### src/lcap_pkg.sv
// constants, types and helpers for the link capabilities register bank
`default_nettype none
package lcap_pkg;
   // register byte addresses
   localparam logic [11:0] LCAP_CAP_OFS      = 12'h04c;
   localparam logic [11:0] LCAP_CTL_OFS      = 12'h050;
   localparam logic [11:0] LCAP_UNLOCK_OFS   = 12'h100;
   // bit positions
   localparam int          LCAP_SHARED_REFCLK_SELECT_BIT     = 6;
   localparam int          LCAP_UNLOCK_BIT   = 0;
   // field values and reset values
   localparam logic [3:0]  LCAP_SPEED_RST    = 4'h1;
   localparam logic [3:0]  LCAP_SPEED_GEN2   = 4'h2;
   localparam logic [5:0]  LCAP_WIDTH_X1     = 6'h01;
   localparam logic [5:0]  LCAP_WIDTH_X2     = 6'h02;
   localparam logic [5:0]  LCAP_WIDTH_X4     = 6'h04;
   localparam logic [1:0]  LCAP_LOWPWR_RST   = 2'h3;
   localparam logic [2:0]  LCAP_L0S_SEP      = 3'h5;
   localparam logic [2:0]  LCAP_L0S_COMMON   = 3'h3;
   localparam logic [2:0]  LCAP_L1_RST       = 3'h2;
   localparam logic        LCAP_REFCLK_RST   = 1'h0;
   localparam logic        LCAP_DOWN_CAP     = 1'h1;
   localparam logic [7:0]  LCAP_PORT_RST     = 8'h00;
   localparam logic [2:0]  LCAP_RSVD_VAL     = 3'h0;
   localparam logic        LCAP_SHARED_REFCLK_SELECT_RST     = 1'h0;
   localparam logic        LCAP_UNLOCK_RST   = 1'h0;
   // strap synchroniser fill time in cycles
   localparam logic [1:0]  LCAP_SYNC_FILL    = 2'h3;

   // layout of the capabilities word, msb first
   typedef struct packed {
      logic [7:0] port_id_field;
      logic [2:0] rsvd;
      logic       link_active_report_capable;
      logic       surprise_down_report_capable;
      logic       refclk_removal_capable;
      logic [2:0] l1_exit_latency_field;
      logic [2:0] l0s_exit_latency_field;
      logic [1:0] low_power_support_field;
      logic [5:0] max_width_field;
      logic [3:0] max_speed_field;
   } lcap_word_s;

   // per-port build straps
   typedef struct packed {
      logic       upstream;
      logic [5:0] width;
      logic [7:0] port_id;
   } lcap_strap_s;

   typedef enum logic [2:0] {
      LCAP_ST_SYNC = 3'b001,
      LCAP_ST_LOAD = 3'b010,
      LCAP_ST_RUN  = 3'b100
   } lcap_state_e;

   // legal widths pass, anything else falls back to one lane
   function automatic logic [5:0] lcap_eff_width(input logic [5:0] w);
      if ((w == LCAP_WIDTH_X1) || (w == LCAP_WIDTH_X2) || (w == LCAP_WIDTH_X4)) begin
         return w;
      end
      return LCAP_WIDTH_X1;
   endfunction
endpackage
`default_nettype wire

### src/lcap_regs.sv
// link capabilities register bank with link-control clock bit and unlock control
//
// Operation
// - speed field read-only four bits, resets to 1 meaning 2.5 Gbps
// - upstream port accepts a width override to force narrower link
// - invalid or reserved width encoding runs the link at one lane
// - width field loads the port's built width at hardware initialisation
// - widths 1, 2, 4 valid; all other encodings reserved
// - low-power support field hardwired to 3, both states supported
// - separate reference clocks give L0s exit latency code 5
// - common reference clock gives L0s exit latency code 3
// - common-clock selection comes from the link control clock bit
// - L1 exit latency field defaults to 2
// - reference clock removal bit defaults to zero
// - surprise-down bit one downstream, zero and kept zero upstream
// - link-active reporting bit one downstream, zero upstream
// - top byte read-only, holds the port's own number
`default_nettype none
module lcap_regs
   import lcap_pkg::*;
(
   input  wire logic        clk_in,
   input  wire logic        rst_b_in,
   input  wire logic [11:0] addr_in,
   input  wire logic [31:0] wr_data_in,
   input  wire logic        wr_in,
   input  wire logic        rd_in,
   input  wire logic        strap_upstream_in,
   input  wire logic [5:0]  strap_width_in,
   input  wire logic [7:0]  strap_port_id_in,
   output logic      [31:0] rd_data_out,
   output logic      [5:0]  lane_width_out,
   output logic             shared_refclk_out,
   output logic             init_done_out
);
   ////////////////////////////////////////////////////////////////////////
   // strap synchronisation
   lcap_strap_s strap_raw;
   lcap_strap_s strap_sync;
   logic        strap_agree;

   assign strap_raw = '{upstream: strap_upstream_in, width: strap_width_in, port_id: strap_port_id_in};

   lcap_sync3 #(
      .W ($bits(lcap_strap_s))
   ) u_strap_sync (
      .clk_in    (clk_in),
      .rst_b_in  (rst_b_in),
      .d_in      (strap_raw),
      .q_out     (strap_sync),
      .agree_out (strap_agree)
   );

   ////////////////////////////////////////////////////////////////////////
   // state
   lcap_state_e state;
   lcap_state_e next_state;
   logic [1:0]  fill_cnt;
   logic [1:0]  next_fill_cnt;
   logic        upstream;
   logic        next_upstream;
   logic [7:0]  port_id;
   logic [7:0]  next_port_id;
   logic [5:0]  width;
   logic [5:0]  next_width;
   logic [2:0]  l1_lat;
   logic [2:0]  next_l1_lat;
   logic        refclk_rm;
   logic        next_refclk_rm;
   logic        sdown;
   logic        next_sdown;
   logic        lactive;
   logic        next_lactive;
   logic        shared_refclk_select;
   logic        next_shared_refclk_select;
   logic        unlock;
   logic        next_unlock;
   logic [31:0] next_rd_data;
   logic [5:0]  next_lane_width;
   logic        next_init_done;
   lcap_word_s  cap_word;
   lcap_word_s  wr_word;
   logic        cap_wr;

   assign wr_word = lcap_word_s'(wr_data_in);
   // unlock-writable fields take a write only when software has opened them and the bank is in run; strap load sets width too
   assign cap_wr  = wr_in && (addr_in == LCAP_CAP_OFS) && unlock && (state == LCAP_ST_RUN);

   ////////////////////////////////////////////////////////////////////////
   // assembled capabilities word
   always_comb begin
      cap_word                              = '0;
      cap_word.max_speed_field              = LCAP_SPEED_RST;
      cap_word.max_width_field              = width;
      cap_word.low_power_support_field      = LCAP_LOWPWR_RST;
      // latency tracks the clock mode bit live, so no write can make it lie
      cap_word.l0s_exit_latency_field       = shared_refclk_select ? LCAP_L0S_COMMON : LCAP_L0S_SEP;
      cap_word.l1_exit_latency_field        = l1_lat;
      cap_word.refclk_removal_capable       = refclk_rm;
      cap_word.surprise_down_report_capable = sdown;
      cap_word.link_active_report_capable   = lactive;
      cap_word.rsvd                         = LCAP_RSVD_VAL;
      cap_word.port_id_field                = port_id;
   end

   ////////////////////////////////////////////////////////////////////////
   // next-state logic for init sequence, fields and read path
   always_comb begin
      next_state      = state;
      next_fill_cnt   = fill_cnt;
      next_upstream   = upstream;
      next_port_id    = port_id;
      next_width      = width;
      next_l1_lat     = l1_lat;
      next_refclk_rm  = refclk_rm;
      next_sdown      = sdown;
      next_lactive    = lactive;
      next_shared_refclk_select       = shared_refclk_select;
      next_unlock     = unlock;
      next_rd_data    = 32'h0000_0000;
      next_init_done  = (state == LCAP_ST_RUN);
      case (state)
         LCAP_ST_SYNC: begin
            // wait until the synchroniser holds real strap values
            if (fill_cnt == LCAP_SYNC_FILL) begin
               next_state = LCAP_ST_LOAD;
            end else begin
               next_fill_cnt = fill_cnt + 2'h1;
            end
         end
         LCAP_ST_LOAD: begin
            if (strap_agree) begin
               next_upstream = strap_sync.upstream;
               next_port_id  = strap_sync.port_id;
               next_width    = strap_sync.width;
               next_sdown    = strap_sync.upstream ? 1'b0 : LCAP_DOWN_CAP;
               next_lactive  = strap_sync.upstream ? 1'b0 : LCAP_DOWN_CAP;
               next_state    = LCAP_ST_RUN;
            end
         end
         LCAP_ST_RUN: begin
            if (cap_wr) begin
               // narrowing is an upstream-only feature
               if (upstream) begin
                  next_width = wr_word.max_width_field;
               end
               next_l1_lat    = wr_word.l1_exit_latency_field;
               next_refclk_rm = wr_word.refclk_removal_capable;
               // upstream keeps both reporting bits at zero whatever is written
               next_sdown     = upstream ? 1'b0 : wr_word.surprise_down_report_capable;
               next_lactive   = upstream ? 1'b0 : wr_word.link_active_report_capable;
            end
         end
         default: begin
            next_state = LCAP_ST_SYNC;
         end
      endcase
      // control registers answer in every state
      if (wr_in) begin
         if (addr_in == LCAP_CTL_OFS) begin
            next_shared_refclk_select = wr_data_in[LCAP_SHARED_REFCLK_SELECT_BIT];
         end else if (addr_in == LCAP_UNLOCK_OFS) begin
            next_unlock = wr_data_in[LCAP_UNLOCK_BIT];
         end
      end
      // read data in the following cycle only; unmapped reads give zero
      if (rd_in) begin
         if (addr_in == LCAP_CAP_OFS) begin
            next_rd_data = cap_word;
         end else if (addr_in == LCAP_CTL_OFS) begin
            next_rd_data[LCAP_SHARED_REFCLK_SELECT_BIT] = shared_refclk_select;
         end else if (addr_in == LCAP_UNLOCK_OFS) begin
            next_rd_data[LCAP_UNLOCK_BIT] = unlock;
         end
      end
      next_lane_width = lcap_eff_width(width);
   end

   ////////////////////////////////////////////////////////////////////////
   // registers
   always_ff @(posedge clk_in or negedge rst_b_in) begin
      if (!rst_b_in) begin
         state             <= LCAP_ST_SYNC;
         fill_cnt          <= 2'h0;
         upstream          <= 1'b1;
         port_id           <= LCAP_PORT_RST;
         width             <= LCAP_WIDTH_X1;
         l1_lat            <= LCAP_L1_RST;
         refclk_rm         <= LCAP_REFCLK_RST;
         sdown             <= 1'b0;
         lactive           <= 1'b0;
         shared_refclk_select              <= LCAP_SHARED_REFCLK_SELECT_RST;
         unlock            <= LCAP_UNLOCK_RST;
         rd_data_out       <= 32'h0000_0000;
         lane_width_out    <= LCAP_WIDTH_X1;
         shared_refclk_out <= LCAP_SHARED_REFCLK_SELECT_RST;
         init_done_out     <= 1'b0;
      end else begin
         state             <= next_state;
         fill_cnt          <= next_fill_cnt;
         upstream          <= next_upstream;
         port_id           <= next_port_id;
         width             <= next_width;
         l1_lat            <= next_l1_lat;
         refclk_rm         <= next_refclk_rm;
         sdown             <= next_sdown;
         lactive           <= next_lactive;
         shared_refclk_select              <= next_shared_refclk_select;
         unlock            <= next_unlock;
         rd_data_out       <= next_rd_data;
         lane_width_out    <= next_lane_width;
         shared_refclk_out <= next_shared_refclk_select;
         init_done_out     <= next_init_done;
      end
   end

   // read strobe for the capabilities word, shared by the checks below
   logic cap_rd;
   assign cap_rd = rd_in && (addr_in == LCAP_CAP_OFS);
endmodule // lcap_regs
`default_nettype wire

### src/lcap_sync3.sv
// three-stage synchroniser with an agreement flag for static straps
`default_nettype none
module lcap_sync3 #(
   parameter int W = 1
) (
   input  wire logic         clk_in,
   input  wire logic         rst_b_in,
   input  wire logic [W-1:0] d_in,
   output logic      [W-1:0] q_out,
   output logic              agree_out
);
   logic [W-1:0] stage1;
   logic [W-1:0] stage2;
   logic [W-1:0] stage3;

   // stage1 is only ever read by stage2
   always_ff @(posedge clk_in or negedge rst_b_in) begin
      if (!rst_b_in) begin
         stage1 <= '0;
         stage2 <= '0;
         stage3 <= '0;
      end else begin
         stage1 <= d_in;
         stage2 <= stage1;
         stage3 <= stage2;
      end
   end

   // a value counts once the last two stages agree
   assign q_out     = stage3;
   assign agree_out = (stage2 == stage3);
endmodule // lcap_sync3
`default_nettype wire

### config.mk
export PLATFORM = sky130hd
export DESIGN_NAME = lcap_regs
export DESIGN_NICKNAME = d
export VERILOG_FILES = /design/src/lcap_pkg.sv /design/src/lcap_regs.sv /design/src/lcap_sync3.sv
export SDC_FILE = /design/constraint.sdc
export NUM_CORES = 1
export LEC_CHECK = 0
export BUFFER_PORTS_ARGS = -buffer_cell sky130_fd_sc_hd__buf_2
export CAP_MARGIN = 10
export CORE_UTILIZATION = 30
export DETAILED_ROUTE_END_ITERATION = 8
export PLACE_DENSITY = 0.53
export SYNTH_ARGS = -nofsm -noshare
export SYNTH_HDL_FRONTEND = slang
export SYNTH_SLANG_ARGS = --single-unit
### constraint.sdc
create_clock -name clk_in -period 2.2 [get_ports clk_in]
set_input_delay 0.11 -clock clk_in [delete_from_list [all_inputs] [get_ports clk_in]]
set_output_delay 0.11 -clock clk_in [all_outputs]
set_load 0.02 [all_outputs]
==> results.md <==
- FF+latch count, synth: 104
- Final non-filler cell area: 4742 um^2
- Internal power: 2.877 mW
- Routed Wire Length: 6848 um
- Slack of the worst reg-to-reg path: 0.15 ns
- Tightest Hold Check Type: in2reg
- Crit path time final: 2.052 ns
- Post-detailed-route DRC marker count: 0
- Number of rows in the core area: 40
- Setup Viol. Count Final: 0
- Overall routing resource usage: 0.1174
- Clock slew seen by the registers of the worst setup and hold paths: 0.07 ns
- Clock Tree Buf Depth: 2
- Post-synthesis instance area: 3674 um^2
- Yosys warnings: 0
- Pin count of the biggest net entering global routing: 62
- Total die area: 12,690 um^2
- Cell chain of the critical path: or3b_1 -> nor4_1 -> and4_1 -> buf_4 -> a41oi_2 -> mux2_2
- Depth of the CTS H-tree: 3
- Cell taking the most area after synthesis: sky130_fd_sc_hd__dfrtp_1
- Count of placed standard cells including taps: 473
- Critical path data required time: 2.43 ns
- Worst Tran Pin Value: 0.5888 ns
- Critical-path maximum fanout: 8
- Commonest cells post-synth: sky130_fd_sc_hd__dfrtp_1 (99), sky130_fd_sc_hd__and3_1 (21), sky130_fd_sc_hd__mux2_2 (18)
- RSZ-0062 raised after global routing: false
- Arrival time reported for the critical path endpoint: 2.28 ns
- Top cell type's share of synthesized area: 0.6744
- Number of enable-type register cells in the synthesized netlist: 0
- Sequential share of the synthesized area: 0.7101
- Post-synthesis area per instance: 14.75 um^2
- Final worst hold slack: 0.06233 ns
- Total I/O pin count: 103
- First-pass GRT wire length: 11,100 um
- X dimension of the die: 112.7 um
- Buffers added on ports: 77
- Average wire per cell in the routed design: 13.43 um
- Net count reported at finish: 422
- Achievable clock frequency: 487.3 MHz
- Peak ir drop on the vdd network: 0.3515 mV
- TNS Setup: 0 ns
- Critical path type: reg2reg
- Clock root cell: sky130_fd_sc_hd__clkbuf_16
- Number of instances in the synthesized netlist: 249
- Area added between synthesis and finish: 29.09%
- Kind of start point of the critical path: flip-flop
- GRT Residual Overflow: 0
- Number of max-cap violations: 0
- Clock sink count: 104
- Net Switching: 876.6 uW
- M1 WL: 2955 um
- Crit-path leading delay family: simple AND/OR/NAND/NOR gates
- Sequential Power Share: 0.542
- Antenna violations before repair: 0
- Number of global-route vias before repair: 2,213
- Routability congestion estimate: 0.7238
- Effective utilization at floorplan: 0.3071
- Max-slew violation count: 0
- Final count of hold timing violations: 0
- Routed wl met3: 309 um
- Slowest stage cell on the critical path: sky130_fd_sc_hd__dfrtp_1
- Highest cell delay on the worst timing path: 0.42 ns
- Critical Path Sink Type: flip-flop
- Portion of total power attributed to combinational logic: 0.062
- Fin crit share: 0.9329
- Total vias in the final route: 2,243
- Post-synthesis cell type count: 38
- Outcome: finished clean
- Violation count after the first detailed-route iteration: 82
- Max layer used: met4
- Top cells by area, synth: sky130_fd_sc_hd__dfrtp_1 (67%), sky130_fd_sc_hd__mux2_2 (5.5%), sky130_fd_sc_hd__xor2_1 (4.1%)
- Share of synthesized registers carrying an async set or reset: 1.000
- CORE AREA: 11,960 um^2
- Worst Clk Skew: 0.005845 ns
- Antenna viol nets, final: 0
- Primary flip-flop cell chosen by synthesis mapping: sky130_fd_sc_hd__dfrtp_1
- Share of cells above drive strength 1: 0.3609
- CTS buffer count: 9
- Static Leakage: 2.393 nW
- WP buf/inv: 1
- CTS tree: done
- Post-layout utilization of the core: 0.3964
- Post-CTS setup buffer count: 0
- Cell Pwr Density: 791.5 nW/um^2
- Placed cell area: 4252 um^2
- Sw Share: 0.2336
- Half-perimeter wire length after detailed placement: 4809 um
- Final Instance Count excl. Fillers: 510
- Number of antenna diodes: 0
- Clock group share of total power: 0.396
- Latest clock arrival within the worst-skew pair: 0.34 ns
- Floorplan die height: 112.7 um
- Routed wire length on met2: 3452 um
- Slew margin rel.: 0.6019
- Via-to-Cell Ratio: 4.398
- Pre-Repair DR Iteration Count: 4
- Dominant cell by count in the synthesized netlist: sky130_fd_sc_hd__dfrtp_1
[metal layers]
metal	track usage	vias up
li1	-	1068
met1	0.1429	1104
met2	0.1905	62
met3	0.03564	9
met4	0.05600	0
met5	0	-
[layout by cell type, fill, tap and decap left out, types with 2 or more instances in the layout]
cell type / instances
sky130_fd_sc_hd__nor4_1: 4
sky130_fd_sc_hd__dfrtp_1: 99
sky130_fd_sc_hd__conb_1: 9
sky130_fd_sc_hd__o21ai_0: 3
sky130_fd_sc_hd__nor2b_1: 3
sky130_fd_sc_hd__dlygate4sd3_1: 21
sky130_fd_sc_hd__a21oi_1: 3
sky130_fd_sc_hd__a22oi_1: 7
sky130_fd_sc_hd__and3_1: 21
sky130_fd_sc_hd__nand3b_1: 2
sky130_fd_sc_hd__nor2_1: 3
sky130_fd_sc_hd__clkinv_2: 2
sky130_fd_sc_hd__buf_4: 8
sky130_fd_sc_hd__mux2_2: 18
sky130_fd_sc_hd__nand2_1: 16
sky130_fd_sc_hd__clkbuf_16: 9
sky130_fd_sc_hd__nor3_1: 2
sky130_fd_sc_hd__o221ai_1: 6
sky130_fd_sc_hd__nor4b_1: 2
sky130_fd_sc_hd__xor2_1: 17
sky130_fd_sc_hd__nor3b_1: 2
sky130_fd_sc_hd__nand2b_1: 4
sky130_fd_sc_hd__buf_2: 76
sky130_fd_sc_hd__dfstp_2: 5
sky130_fd_sc_hd__clkinv_4: 2
[metrics by stage]
| step | setup WS (ns) | total power [mW] |
|---|---|---|
| 2_1_floorplan | 0.2144 | 2.162 |
| 4_1_cts | 0.1128 | 3.814 |
| 6_report | 0.1477 | 3.753 |
| 3_5_place_dp | 0.1328 | 2.279 |
| 5_1_grt | 0.02894 | 3.928 |
| 3_3_place_gp | 0.1287 | 2.267 |
[layout make-up]
cell class | instances | area, um^2
Fill cell | 1156 | 7219
Sequential cell | 104 | 2609
Multi-Input combinational cell | 136 | 994.7
Timing Repair Buffer | 106 | 670.6
Clock buffer | 9 | 225.2
Tap cell | 147 | 183.9
Clock inverter | 7 | 55.05
Inverter | 1 | 3.754
[path summary, 6_finish.rpt]
kind / startpoint / to / depth (start not counted)
hold reg to reg: u_strap_sync.stage1[1]$_DFF_PN0_ / u_strap_sync.stage2[1]$_DFF_PN0_ / 0
min in group asynchronous: rst_b_in / u_strap_sync.stage1[4]$_DFF_PN0_ / 2
max in group asynchronous: rst_b_in / width[0]$_DFFE_PN1P_ / 3
hold / removal: wr_data_in[6] / shared_refclk_select$_DFFE_PN0P_ / 2
setup / recovery: state[2]$_DFFE_PN0P_ / sdown$_DFFE_PN0P_ / 6
setup reg to reg: state[2]$_DFFE_PN0P_ / sdown$_DFFE_PN0P_ / 6
[timing repair]
action,4_1_cts,5_1_grt
hold buffers,21,0
gates resized for setup,0,0
setup endpoints to repair,0,0
endpoints found under the hold margin,40,0
[worst register-to-register path, cell delays in order, from the launching register on]
cell and delay (ns):
sky130_fd_sc_hd__dfrtp_1 0.42, sky130_fd_sc_hd__or3b_1 0.41, sky130_fd_sc_hd__nor4_1 0.25, sky130_fd_sc_hd__and4_1 0.24, sky130_fd_sc_hd__buf_4 0.17, sky130_fd_sc_hd__a41oi_2 0.10
sky130_fd_sc_hd__mux2_2 0.35
[flip-flops by register name, indices dropped and copies added, names as in the netlist]
register,flops
rd_data_out,24
u_strap_sync.q_out,15
u_strap_sync.stage1,15
u_strap_sync.stage2,15
port_id,8
lane_width_out,6
width,6
l1_lat,3
state,3
fill_cnt,2
init_done_out,1
lactive,1
refclk_rm,1
sdown,1
shared_refclk_select,1
unlock,1
upstream,1
[cell families (layout without fill, tap and decap cells)]
kind of cell	Yosys count	count (layout)	share of synthesized area
xor+xnor	17	17	0.04053
buf+inv	17	123	0.02724
other cells	1	9	0.001021
compound gates	20	20	0.04121
simple gates	71	71	0.1213
fa+ha+maj	1	1	0.003405
mux	18	18	0.05518
flops	104	104	0.7102
[power by group through the flow]
| stage | Sequential (mW) | Clock (mW) | Combinational (mW) |
|---|---|---|---|
| after CTS | 2.03 | 1.54 | 0.238 |
| final | 2.03 | 1.49 | 0.232 |
| after global placement | 2.06 | 0 | 0.204 |
| after global routing | 2.04 | 1.63 | 0.262 |
| after detailed placement | 2.07 | 0 | 0.210 |
| after floorplan | 2.06 | 0 | 0.106 |
(Power assumes the default switching activity.)
